<file path="src/inc/reset_source_pkg.sv">
package reset_source_pkg;

	// register map: printed offsets are indexes, byte address is 4x
	localparam int          ADDR_W      = 12;
	localparam logic [7:0]  MON_INDEX   = 8'hFF;
	localparam logic [7:0]  SRC_INDEX   = 8'hEF;
	localparam logic [11:0] MON_ADDR    = {2'b00, MON_INDEX, 2'b00};
	localparam logic [11:0] SRC_ADDR    = {2'b00, SRC_INDEX, 2'b00};

	// supply monitor control fields
	localparam int          MON_EN_BIT  = 7;
	localparam int          MON_ST_BIT  = 6;
	localparam logic        MON_EN_RST  = 1'b1;

	// reset source fields, flag and control share positions
	localparam int          F_PIN       = 0;
	localparam int          F_PWR       = 1;
	localparam int          F_MCD       = 2;
	localparam int          F_WDT       = 3;
	localparam int          F_SW        = 4;
	localparam int          F_CMP       = 5;
	localparam int          F_MEM       = 6;
	localparam int          NCAUSE      = 7;
	localparam logic [6:0]  FLAGS_RST   = 7'h02;
	localparam logic [6:0]  NO_CAUSE    = 7'h00;

	// timing at the system clock rate
	localparam int          CLK_NS      = 8;
	localparam int          MCD_TMO_NS  = 500;
	localparam int          MCD_CYC     = (MCD_TMO_NS + CLK_NS - 1) / CLK_NS;
	localparam int          HOLD_NS     = 80;
	localparam int          HOLD_CYC    = (HOLD_NS + CLK_NS - 1) / CLK_NS;
	localparam int          WD_DIV      = 12;
	localparam int          CNT_W       = 8;
	localparam logic [15:0] CODE_LIMIT  = 16'h3FFF;

	// sequencer states
	typedef enum logic [1:0] {
		ST_RUN  = 2'b01,
		ST_HOLD = 2'b10
	} state_t;

endpackage

</file>
<file path="src/hw/reset_source_controller.sv">
// Our own choice: the APB interface to the registers.
module reset_source_controller #(
	parameter logic [15:0] CODE_LIMIT = reset_source_pkg::CODE_LIMIT
) (
	input  wire logic        sys_clk,
	input  wire logic        rst,
	input  wire logic [11:0] paddr,
	input  wire logic        psel,
	input  wire logic        penable,
	input  wire logic        pwrite,
	input  wire logic [31:0] pwdata,
	output logic      [31:0] prdata,
	output logic             pready,
	output logic             pslverr,
	input  wire logic        rstPinN,
	output logic             rstPinOut,
	output logic             rstPinOe,
	input  wire logic        supplyLevel,
	input  wire logic        comparatorOut,
	input  wire logic        coreClkTick,
	input  wire logic        watchdogExpire,
	input  wire logic        watchdogStop,
	input  wire logic        codeAccess,
	input  wire logic [15:0] codeAddr,
	output logic             monitorOn,
	output logic             coreReset,
	output logic             watchdogEnable,
	output logic             watchdogTick
);

	// lowest set bit wins: pin, power, clock, watchdog, sw, comp, mem
	function automatic logic [6:0] firstCause(input logic [6:0] v);
		firstCause = v & (~v + 7'h01);
	endfunction

	reset_source_pkg::state_t state;
	reset_source_pkg::state_t next_state;

	logic       monSelect;
	logic       mcdEnable;
	logic       cmpEnable;
	logic       swForce;
	logic [6:0] pendEvt;
	logic [6:0] captured;
	logic [6:0] flags;
	logic [7:0] mcdCnt;
	logic [7:0] holdCnt;
	logic [3:0] divCnt;

	// bus decode
	wire        selMon   = paddr == reset_source_pkg::MON_ADDR;
	wire        selSrc   = paddr == reset_source_pkg::SRC_ADDR;
	wire        accept   = psel & penable & pready;
	wire        wrMon    = accept & pwrite & selMon;
	wire        wrSrc    = accept & pwrite & selSrc;
	wire        next_rdy = psel & penable & ~pready;

	// read data: unused monitor bits and bit 7 of source read zero
	wire [7:0]  monRead  = {monitorOn, supplyLevel, 6'h00};
	wire [7:0]  srcRead  = {1'b0, flags};
	wire [7:0]  rdByte   = selMon ? monRead : (selSrc ? srcRead : 8'h00);

	// level causes stay as long as their source holds them
	// own pin drive is masked, else a supply reset would hold itself
	// forever through the low level it puts on the pin
	wire        pinLvl   = ~rstPinN & ~rstPinOe;
	wire        supLvl   = monitorOn & monSelect & ~supplyLevel;
	wire        cmpLvl   = cmpEnable & ~comparatorOut;
	wire [6:0]  levels   = {1'b0, cmpLvl, 3'h0, supLvl, pinLvl};

	// one-shot timeout and event causes
	wire        mcdTrip  = mcdEnable &
		(mcdCnt == 8'(reset_source_pkg::MCD_CYC));
	wire        memTrip  = codeAccess & (codeAddr > CODE_LIMIT);
	wire        wdtTrip  = watchdogExpire & watchdogEnable;
	wire        running  = state == reset_source_pkg::ST_RUN;
	wire [6:0]  events   = running ?
		{memTrip, 1'b0, swForce, wdtTrip, mcdTrip, 2'b00} : 7'h00;
	wire [6:0]  causes   = pendEvt | levels;
	wire        anyCause = |causes;
	wire        holdDone = holdCnt >=
		8'(reset_source_pkg::HOLD_CYC - 1);
	wire        leaving  = ~running & holdDone & ~|levels;
	wire        entering = running & anyCause;
	wire        divWrap  = divCnt == 4'(reset_source_pkg::WD_DIV - 1);

	// sequencer next state
	always_comb begin
		case (state)
			reset_source_pkg::ST_RUN:
				next_state = anyCause ? reset_source_pkg::ST_HOLD
					: reset_source_pkg::ST_RUN;
			reset_source_pkg::ST_HOLD:
				next_state = leaving ? reset_source_pkg::ST_RUN
					: reset_source_pkg::ST_HOLD;
			default:
				next_state = reset_source_pkg::ST_HOLD;
		endcase
	end

	// sequencer state and cause capture
	always_ff @(posedge sys_clk) begin
		if (rst) begin
			state    <= reset_source_pkg::ST_RUN;
			captured <= reset_source_pkg::NO_CAUSE;
			holdCnt  <= 8'h00;
		end else begin
			state <= next_state;
			if (entering) begin
				captured <= firstCause(causes);
			end
			if (running) begin
				holdCnt <= 8'h00;
			end else if (!holdDone) begin
				holdCnt <= holdCnt + 8'h01;
			end
		end
	end

	// event latches, a new event wins over the clear
	always_ff @(posedge sys_clk) begin
		if (rst) begin
			pendEvt <= reset_source_pkg::NO_CAUSE;
		end else begin
			pendEvt <= (entering ? 7'h00 : pendEvt) | events;
		end
	end

	// core reset and pin drive; only supply resets pull the pin
	always_ff @(posedge sys_clk) begin
		if (rst) begin
			coreReset <= 1'b0;
			rstPinOe  <= 1'b0;
			rstPinOut <= 1'b0;
		end else begin
			coreReset <= next_state == reset_source_pkg::ST_HOLD;
			rstPinOe  <= (next_state == reset_source_pkg::ST_HOLD) &
				(entering ? firstCause(causes)
				: captured) == 7'h02;
			rstPinOut <= 1'b0;
		end
	end

	// cause flags are written once, on leaving reset
	always_ff @(posedge sys_clk) begin
		if (rst) begin
			flags <= reset_source_pkg::FLAGS_RST;
		end else if (leaving) begin
			flags <= captured;
		end
	end

	// monitor enable survives every reset except power-on
	always_ff @(posedge sys_clk) begin
		if (rst) begin
			monitorOn <= reset_source_pkg::MON_EN_RST;
		end else if (wrMon) begin
			monitorOn <= pwdata[reset_source_pkg::MON_EN_BIT];
		end
	end

	// reset source controls written through the flag bits
	always_ff @(posedge sys_clk) begin
		if (rst) begin
			monSelect <= 1'b0;
			mcdEnable <= 1'b0;
			cmpEnable <= 1'b0;
			swForce   <= 1'b0;
		end else begin
			swForce <= wrSrc & pwdata[reset_source_pkg::F_SW];
			if (wrSrc) begin
				monSelect <= pwdata[reset_source_pkg::F_PWR];
				mcdEnable <= pwdata[reset_source_pkg::F_MCD];
				cmpEnable <= pwdata[reset_source_pkg::F_CMP];
			end
		end
	end

	// missing clock one-shot, retriggered by each core clock tick
	always_ff @(posedge sys_clk) begin
		if (rst) begin
			mcdCnt <= 8'h00;
		end else if (coreClkTick || !running || !mcdEnable) begin
			mcdCnt <= 8'h00;
		end else if (!mcdTrip) begin
			mcdCnt <= mcdCnt + 8'h01;
		end
	end

	// watchdog enable and its clock over twelve tick
	always_ff @(posedge sys_clk) begin
		if (rst) begin
			watchdogEnable <= 1'b1;
			divCnt         <= 4'h0;
			watchdogTick   <= 1'b0;
		end else begin
			if (leaving) begin
				watchdogEnable <= 1'b1;
			end else if (watchdogStop) begin
				watchdogEnable <= 1'b0;
			end
			divCnt       <= divWrap ? 4'h0 : divCnt + 4'h1;
			watchdogTick <= divWrap & watchdogEnable & running;
		end
	end

	// apb slave, one wait state, unmapped answers with error
	always_ff @(posedge sys_clk) begin
		if (rst) begin
			pready  <= 1'b0;
			pslverr <= 1'b0;
			prdata  <= 32'h0000_0000;
		end else begin
			pready  <= next_rdy;
			pslverr <= next_rdy & ~selMon & ~selSrc;
			if (next_rdy && !pwrite) begin
				prdata <= {24'h00_0000, rdByte};
			end else begin
				prdata <= 32'h0000_0000;
			end
		end
	end
endmodule

</file>
<file path="config.mk">
export PLATFORM = sky130hd
export DESIGN_NAME = reset_source_controller
export DESIGN_NICKNAME = d
export VERILOG_FILES = /design/src/inc/reset_source_pkg.sv /design/src/hw/reset_source_controller.sv
export SDC_FILE = /design/constraint.sdc
export NUM_CORES = 1
export LEC_CHECK = 0
export BUFFER_PORTS_ARGS = -buffer_cell sky130_fd_sc_hd__buf_2
export CORE_MARGIN = 2
export CORE_UTILIZATION = 43
export CTS_CLUSTER_SIZE = 25
export DETAILED_ROUTE_END_ITERATION = 12
export MAX_ROUTING_LAYER = met4
export PLACE_DENSITY_LB_ADDON = 0.12
export SYNTH_ARGS = -nofsm -noshare
export SYNTH_HDL_FRONTEND = slang
export SYNTH_SLANG_ARGS = --single-unit
</file>
<file path="constraint.sdc">
create_clock -name sys_clk -period 1.9 [get_ports sys_clk]
set_input_delay 0.285 -clock sys_clk [delete_from_list [all_inputs] [get_ports sys_clk]]
set_output_delay 0.285 -clock sys_clk [all_outputs]
set_load 0.005 [all_outputs]
</file>
# Word level (Yosys, flattened, before mapping)
# Cells that the tools add are included.
[totals]
register_bits = 86
input_bits = 72
wordCells = 93
[op_classes]
add_sub_neg = 4
bitwise = 35
n_mux = 8
n_lt_le_gt_ge = 2
n_eq_ne = 8
n_reduce_logical = 15
[ops]
columns = ["op", "count"]
rows = [
  ["$mux W7", 4],
  ["$eq A12 B10 Y1 const B", 2],
  ["$and A1 B1 Y1", 22],
  ["$add A8 B1 Y8 const B", 2],
  ["$gt A16 B14 Y1 const B", 1],
  ["$reduce_or A2 Y1", 5],
  ["$not A1 Y1", 9],
  ["$eq A8 B6 Y1 const B", 1],
  ["$ge A8 B4 Y1 const B", 1],
  ["$mux W8", 1],
  ["$add A7 B1 Y7 const B", 1],
  ["$and A7 B7 Y7", 1],
  ["$eq A7 B2 Y1 const B", 1],
  ["$not A7 Y7", 1],
  ["$or A7 B6 Y7", 1],
  ["$or A7 B7 Y7", 1],
  ["$reduce_or A7 Y1", 1],
  ["$add A4 B1 Y4 const B", 1],
  ["$eq A2 B2 Y1 const B", 2],
  ["$eq A4 B4 Y1 const B", 1],
  ["$logic_not A1 Y1", 4],
  ["$mux W2", 2],
  ["$pmux W2 S2", 1],
  ["$reduce_or A4 Y1", 1],
  ["other kinds (4)", 5],
]

# Longest topological paths before layout
# Gate-level depths: netlist of the first run.
[logic_depth]
word_depth = 9
depth_mapped = 8
depth_no_buf = 7

# Least setup slack after synthesis of the first run
# OpenSTA, ideal clock, no wires.
[synth_timing]
kind = "reg2reg"
from = "register holdCnt[1]"
to = "register rstPinOe"
path_buffers = 0
arrival_time_ns = 1.786
path_stages_with_launch = 8
setup_slack_ns = 0.010
t_required_ns = 1.797
cell_sequence = "dfxtp_1 -> inv_1 -> ha_1 -> or3b_1 -> a21boi_4 -> or3_1 -> a311oi_2 -> a2111oi_2"
[synth_via]
elab_chain_len = 7
[synth_rtl]
columns = ["item", "line_no", "rtl"]
rows = [
  ["start, declared", "reset_source_controller.sv:47", "logic [7:0] holdCnt;"],
  ["start signal, assigned", "reset_source_controller.sv:115", "holdCnt <= holdCnt + 8'h01;"],
  ["$ge A8 B4 Y1", "reset_source_controller.sv:81", "wire holdDone = holdCnt >="],
  ["$and A1 B1 Y1 (2 in a row)", "reset_source_controller.sv:83", "wire leaving = ~running & holdDone & ~|levels;"],
  ["$mux W2", "reset_source_controller.sv:94", "next_state = leaving ? reset_source_pkg::ST_RUN"],
  ["$pmux W2 S2", "reset_source_controller.sv:89", "case (state)"],
  ["$eq A2 B2 Y1", "reset_source_controller.sv:137", "rstPinOe <= (next_state == reset_source_pkg::ST_HOLD) &"],
  ["$and A1 B1 Y1", "reset_source_controller.sv:137", ""],
  ["end signal, assigned", "reset_source_controller.sv:137", ""],
  ["end, declared", "reset_source_controller.sv:17", "output logic rstPinOe,"],
]
# No other way between the ends.
# A chain may end at the register's enable or synchronous reset.

# Worst setup path after layout of the first run
[layout_timing]
from = "register pendEvt[4]"
to = "register state[0]"
[layout_via]
elab_chain_len = 4
[layout_rtl]
columns = ["item", "line_no", "rtl"]
rows = [
  ["start, declared", "reset_source_controller.sv:43", "logic [6:0] pendEvt;"],
  ["start signal, assigned", "reset_source_controller.sv:123", "pendEvt <= reset_source_pkg::NO_CAUSE;"],
  ["start signal, assigned", "reset_source_controller.sv:125", "pendEvt <= (entering ? 7'h00 : pendEvt) | events;"],
  ["$or A7 B6 Y7", "reset_source_controller.sv:79", "wire [6:0] causes = pendEvt | levels;"],
  ["$reduce_or A7 Y1", "reset_source_controller.sv:80", "wire anyCause = |causes;"],
  ["$mux W2", "reset_source_controller.sv:91", "next_state = anyCause ? reset_source_pkg::ST_HOLD"],
  ["$pmux W2 S2", "reset_source_controller.sv:89", ""],
  ["end signal, assigned", "reset_source_controller.sv:104", "state <= reset_source_pkg::ST_RUN;"],
  ["end signal, assigned", "reset_source_controller.sv:108", "state <= next_state;"],
  ["end, declared", "reset_source_controller.sv:36", "reset_source_pkg::state_t state;"],
]
# No other way between the ends.

==> out/qor.txt, run 1 <==
outcome: completed
Initial Utilization: 0.444
register bit count reported by yosys: 59
die area: 0.00671 mm²
f_max: 0.550 GHz
dominant cell type by area after synthesis: dfxtp_1
post-route minimum period: 1820 ps
dpl cells: 408
Post-synth EDFFs: 0
post-route clock period utilization: 0.958
Area Overhead vs Synth: 25.8%
Num CTS Buffers: 9
mapped cell area: 0.00261 mm²
Hold Startpoint: rst
footprint of the multi-input gates: 0.00132 mm²
RSZ-0062 raised after global routing: yes
worst-path fanout max: 3
Worst R2R Path Depth: 6
first-pass GRT wire length: 8010 µm
Port Buffers: 45
Clk pwr share: 0.401
largest net degree at the start of global routing: 39
WHS Path Cells: 2
storage element area: 0.00118 mm²
Tightest Hold Check Type: primary input to flop
final cell count without fillers: 433
ANT nets after route: 0
H-Tree Depth: 3
Tot Pwr: 0.00310 W
Logic pwr share: 0.176
Net Sw Power: 0.000776 W
share of cells above drive strength 1: 0.291
kind of critical path: flop to flop
final wirelength: 5020 µm
FF-to-FF End: state[0]$_SDFF_PP1_
Worst Hold Endpoint: pready$_SDFF_PP0_
maxcap violations: 0
Final #Nets: 433
worst-case vdd ir drop: 0.485 mV
Req. time, crit path: 2180 ps
initial antenna violation count: 0
crit path DAT: 2100 ps
chip height: 81.9 µm
post-synthesis sequential area ratio: 0.452
via count of the routed design: 2056
ys async rst share: 0
DRC: 0
Primary FF master, synth: dfxtp_1
Rows: 28
startpoint types: flop
# diodes: 0
initial drt markers: 57
sw frac: 0.250
CTS Sinks: 59
CTS tree: built
Core ar.: 0.00589 mm²
vias in the first global route: 1813
top cell type's share of synthesized area: 0.452
Final Hold Vio Count: 0
num ports: 112
Final Worst Setup Slack: 80.4 ps
fin. max-slew vios: 0
leading cell types by count after synthesis: dfxtp_1, nor2_1, buf_4
leakage: 1.45 nW
Power Dens Cells: 944 mW/mm²
clk_lat worst skew: 340 ps
GPL Wtd Cong: 0.747
Critical R2R Launch: pendEvt[4]$_SDFF_PP0_
most common cell in the synthesized netlist: dfxtp_1
TritonRoute pass-1 iters: 4
Post-Place Worst Slack: 29.9 ps
global route total overflow: 0
Detailed Place HPWL: 3540 µm
Internal: 0.00232 W
Reg clk slew, reported paths: 70 ps
Vias/cell: 4.75
Crit. End Element: flop
fillers: 561
Seq pwr share: 0.423
reg2reg setup slack: 80 ps
Die Wd: 81.9 µm
Routed WL per cell: 11.6 µm
worst clock skew: 9.14 ps
CTS Root Cell: clkbuf_8
Syn. warnings: 0
GRT Util Overall: 0.166
Clock Path Buffers: 2
synth top area cells: dfxtp_1, buf_4, mux2i_1
Unique masters post-synth: 48
Synth Area per Inst: 9.23 µm²
endpoints failing setup: 0
Post-Synthesis Cells: 283
==> sequential cells by signal (all words and copies together), names as in the netlist, 2 cells and up <==
| name | count |
|---|---|
| flags | 7 |
| holdCnt | 8 |
| prdata | 8 |
| captured | 7 |
| mcdCnt | 8 |
| divCnt | 4 |
| pendEvt | 4 |
| state | 2 |
==> worst max path at each step <==
stage	cells after the start	endpoint	startpoint	slack (ps)
final	6	state[0]$_SDFF_PP1_	pendEvt[4]$_SDFF_PP0_	80
after global routing	9	flags[2]$_SDFFE_PP0P_	holdCnt[1]$_SDFFE_PP0P_	-6
after detailed placement	9	flags[4]$_SDFFE_PP0P_	holdCnt[1]$_SDFFE_PP0P_	30
after CTS	9	flags[4]$_SDFFE_PP0P_	holdCnt[1]$_SDFFE_PP0P_	20
after global placement	7	rstPinOe$_SDFF_PP0_	holdCnt[1]$_SDFFE_PP0P_	60
after floorplan	7	rstPinOe$_SDFF_PP0_	holdCnt[1]$_SDFFE_PP0P_	10
==> power by group through the flow <==
| stage | Combinational (W) | Sequential [W] | Clock [W] |
|---|---|---|---|
| after floorplan | 0.000309 | 0.00133 | 0 |
| final | 0.000545 | 0.00131 | 0.00124 |
| after detailed placement | 0.000432 | 0.00133 | 0 |
| after global placement | 0.000426 | 0.00133 | 0 |
| after global routing | 0.000603 | 0.00132 | 0.00134 |
| after CTS | 0.000440 | 0.00131 | 0.00128 |
==> area by class of cell <==
class,count,area share
clock inverter,5,0.0236
timing repair buffer,70,0.137
inverter,7,0.00800
sequential,59,0.360
clock buffer,10,0.0419
tap,75,0.0286
multi-input combinational,207,0.401
==> metrics by stage <==
stage	hold slack [ps]	cell area (µm²)	utilization	TNS, ps
CTS	166	3140	0.534	0
floorplan	376	2700	-	0
detailed placement	439	2920	0.497	0
global placement	439	2920	0.497	0
finish	179	3280	0.558	0
global route	176	3280	0.558	-8.04
==> kinds of logic (layout without fill, tap and decap cells) <==
family / after synthesis / count (layout) / share of synthesized area
other: 1 / 25 / 0.00144
adders and majority gates: 7 / 7 / 0.0335
and+or+nand+nor: 120 / 120 / 0.247
AOI/OAI and AO/OA: 32 / 32 / 0.0858
DFF: 59 / 59 / 0.452
muxes: 15 / 15 / 0.0575
xor gates and xnor gates: 8 / 8 / 0.0268
buffers and inverters: 41 / 92 / 0.0954
==> critical path: stages (launching register included) <==
cell and delay, ps:
dfxtp_1 330, or3_4 390, or3_4 350, o21a_1 210, buf_4 150, nor3_1 180
a221o_1 160
==> cell usage in the layout (no fill, tap or decap), drive strengths merged, types with 3 or more instances in the layout <==
cell    count
a21oi      15
and2       11
and3        3
buf        69
clkbuf     11
conb       25
dfxtp      59
ha          7
inv         7
mux2i      15
nand2      16
nand2b      3
nand3       6
nor2       38
nor3       14
nor3b       4
o21ai       7
or3         6
xnor2       4
xor2        4
==> routing by layer <==
layer / GRT usage / wire length (µm)
met5: - / 0
met4: 0.0700 / 73
met3: 0.0692 / 229
met2: 0.251 / 2400
met1: 0.193 / 2310
==> repair_timing <==
item / 4_1_cts / 5_1_grt
setup buffers: 0 / 9
pin swaps: 0 / 6
hold buffers: 0 / 0
gates cloned: 0 / 1
gates resized for setup: 1 / 13
endpoints found under the setup margin: 1 / 8
Power figures use the tool's default switching activity.
==> run 2: changes to the inputs <==
ABC_CLOCK_PERIOD_IN_PS = 1900   (was default)
REMOVE_ABC_BUFFERS = 1   (was default)
==> run 2 against run 1 <==
Clock skew down 1.6 ps. Sequential share of layout area rose by 1.3 points. Critical path depth is the same. First-iteration DRC count is the same. Clock power down 17%. Hold slack worse by 6.2 ps. Count of clock-buffer cells in the layout grew 3. Via count is 0.83% lower. Sequential power about the same. Cell count down 1.2%. Highest routed layer unchanged.
==> out/qor.txt, run 2 (synthesis gave the netlist of run 1 again) <==
storage element area: 0.00118 mm² (about the same)
Post-Place Worst Slack: 31.0 ps (was 29.9 ps)
fillers: 598 (was 561)
DRC: 0 (unchanged)
largest net degree at the start of global routing: 39 (unchanged)
worst-path fanout max: 3 (unchanged)
commonest non-fill, non-tap cell in the layout: dfxtp_1 (unchanged)
post-route clock period utilization: 0.947 (was 0.958)
Regs by FF count: holdCnt x8, mcdCnt x8, prdata x8 (unchanged)
Initial Utilization: 0.444 (unchanged)
post-route minimum period: 1800 ps (was 1820 ps)
ANT nets after route: 0 (unchanged)
die area: 0.00671 mm² (unchanged)
TritonRoute pass-1 iters: 4 (unchanged)
first-pass GRT wire length: 7820 µm (was 8010 µm)
CTS Root Cell: clkbuf_8 (unchanged)
share of cells above drive strength 1: 0.263 (was 0.291)
worst clock skew: 7.55 ps (was 9.14 ps)
CP top delay family: simple AND/OR/NAND/NOR gates (unchanged)
Final Hold Vio Count: 0 (unchanged)
Routed WL per cell: 11.2 µm (was 11.6 µm)
Rows: 28 (unchanged)
CP peak stage delay: 390 ps (about the same)
post-CTS setup buffers: 0 (unchanged)
clk_lat worst skew: 330 ps (was 340 ps)
Core ar.: 0.00589 mm² (unchanged)
f_max: 0.556 GHz (was 0.550 GHz)
Clock Path Buffers: 2 (unchanged)
# hold bufs at CTS: 0 (unchanged)
global route total overflow: 0 (unchanged)
num ports: 112 (unchanged)
final cell count without fillers: 428 (was 433)
dpl cells: 413 (was 408)
Area Overhead vs Synth: 21.2% (was 25.8%)
crit path cell chain: or3_4 > or3_4 > o21a_1 > buf_4 > nor3_1 > a221o_1 (unchanged)
Crit. End Element: flop (unchanged)
initial antenna violation count: 0 (unchanged)
Tot Pwr: 0.00279 W (was 0.00310 W)
finished layout cell area: 0.00317 mm² (was 0.00328 mm²)
Detailed Place HPWL: 3520 µm (was 3540 µm)
endpoints failing setup: 0 (unchanged)
Port Buffers: 45 (unchanged)
chip height: 81.9 µm (unchanged)
maxcap violations: 0 (unchanged)
H-Tree Depth: 3 (unchanged)
RSZ-0062 raised after global routing: no (was yes)
kind of critical path: flop to flop (unchanged)
Tightest Hold Check Type: primary input to flop (unchanged)
via count of the routed design: 2039 (was 2056)
vias in the first global route: 1717 (was 1813)
CTS Sinks: 59 (unchanged)
worst-case vdd ir drop: 0.379 mV (was 0.485 mV)
GRT Util Overall: 0.163 (was 0.166)
GPL Wtd Cong: 0.880 (was 0.747)
slowest CP cell: or3_4 (unchanged)
initial drt markers: 57 (unchanged)
fin. max-slew vios: 0 (unchanged)
Num CTS Buffers: 9 (unchanged)
Vias/cell: 4.76 (was 4.75)
crit path DAT: 2070 ps (was 2100 ps)
Final #Nets: 428 (was 433)
DP Area: 0.00296 mm² (was 0.00292 mm²)
final core utilization: 0.538 (was 0.558)
# diodes: 0 (unchanged)
Reg clk slew, reported paths: 60 ps (was 70 ps)
final wirelength: 4810 µm (was 5020 µm)
CTS tree: built (unchanged)
footprint of the multi-input gates: 0.00129 mm² (was 0.00132 mm²)
outcome: completed (unchanged)
CP bufs+invs: 1 (unchanged)
Req. time, crit path: 2170 ps (was 2180 ps)
most frequent CP cell: or3_4 (unchanged)
leakage: 1.40 nW (was 1.45 nW)
Final Worst Setup Slack: 99.9 ps (was 80.4 ps)
Die Wd: 81.9 µm (unchanged)
startpoint types: flop (unchanged)
Power Dens Cells: 882 mW/mm² (was 944 mW/mm²)
most frequent cells in the layout: dfxtp_1, buf_2, nor2_1, conb_1, buf_4 (unchanged)
run 2: cell count changes in the layout (fill, tap and decap cells not counted), moves of 2 or more:
cell	delta
bufinv_16	-2
nor3_1	+2
nor3_2	-2
clkbuf_8	+2
buf_4	-3
run 2: routing by layer:
layer | GRT usage | routed length (µm) | vias up
li1 | - | - | 1051
met1 | 0.209 | 2330 | 916
met2 | 0.224 | 2100 | 62
met3 | 0.0527 | 280 | 10
met4 | 0.0900 | 102 | 0
met5 | - | 0 | -
run 2: report_power, final:
part	switching [W]	total [W]	internal [W]
clock network	0.000459	0.00103	0.000569
registers	0.0000280	0.00131	0.00128
logic	0.000238	0.000456	0.000218
run 2: final cells by class:
type / instances / area share
Inverter: 7 / 0.00830
Timing Repair Buffer: 65 / 0.124
Clock inverter: 2 / 0.00316
Multi-Input combinational cell: 207 / 0.409
Sequential cell: 59 / 0.373
Clock buffer: 13 / 0.0534
Tap cell: 75 / 0.0296
run 2: what timing repair did:
action,4_1_cts,5_1_grt
setup endpoints to repair,0,10
gates resized for setup,0,6
endpoints found under the hold margin,0,0
run 2: through the flow:
step	setup TNS [ps]	hold slack (ps)
after floorplan	-152	354
after global placement	0	440
after detailed placement	0	442
after CTS	0	159
after global routing	0	177
final	0	173
run 2: final timing paths:
kind	from	slack [ps]	cells past startpoint	endpoint
setup / recovery	pendEvt[4]$_SDFF_PP0_	100	6	state[0]$_SDFF_PP1_
hold / removal	pwdata[7]	170	3	monitorOn$_SDFFE_PP1P_
setup reg to reg	pendEvt[4]$_SDFF_PP0_	100	6	state[0]$_SDFF_PP1_
hold reg to reg	divCnt[0]$_SDFF_PP0_	450	1	divCnt[0]$_SDFF_PP0_
run 2: worst register-to-register path, delay by kind of cell, from the launching register on:
kind                   cells  cell delay, ps
AO/OA/AOI/OAI              2             380
AND/OR/NAND/NOR            3             920
flip-flops                 1             310
buffers and inverters      1             150
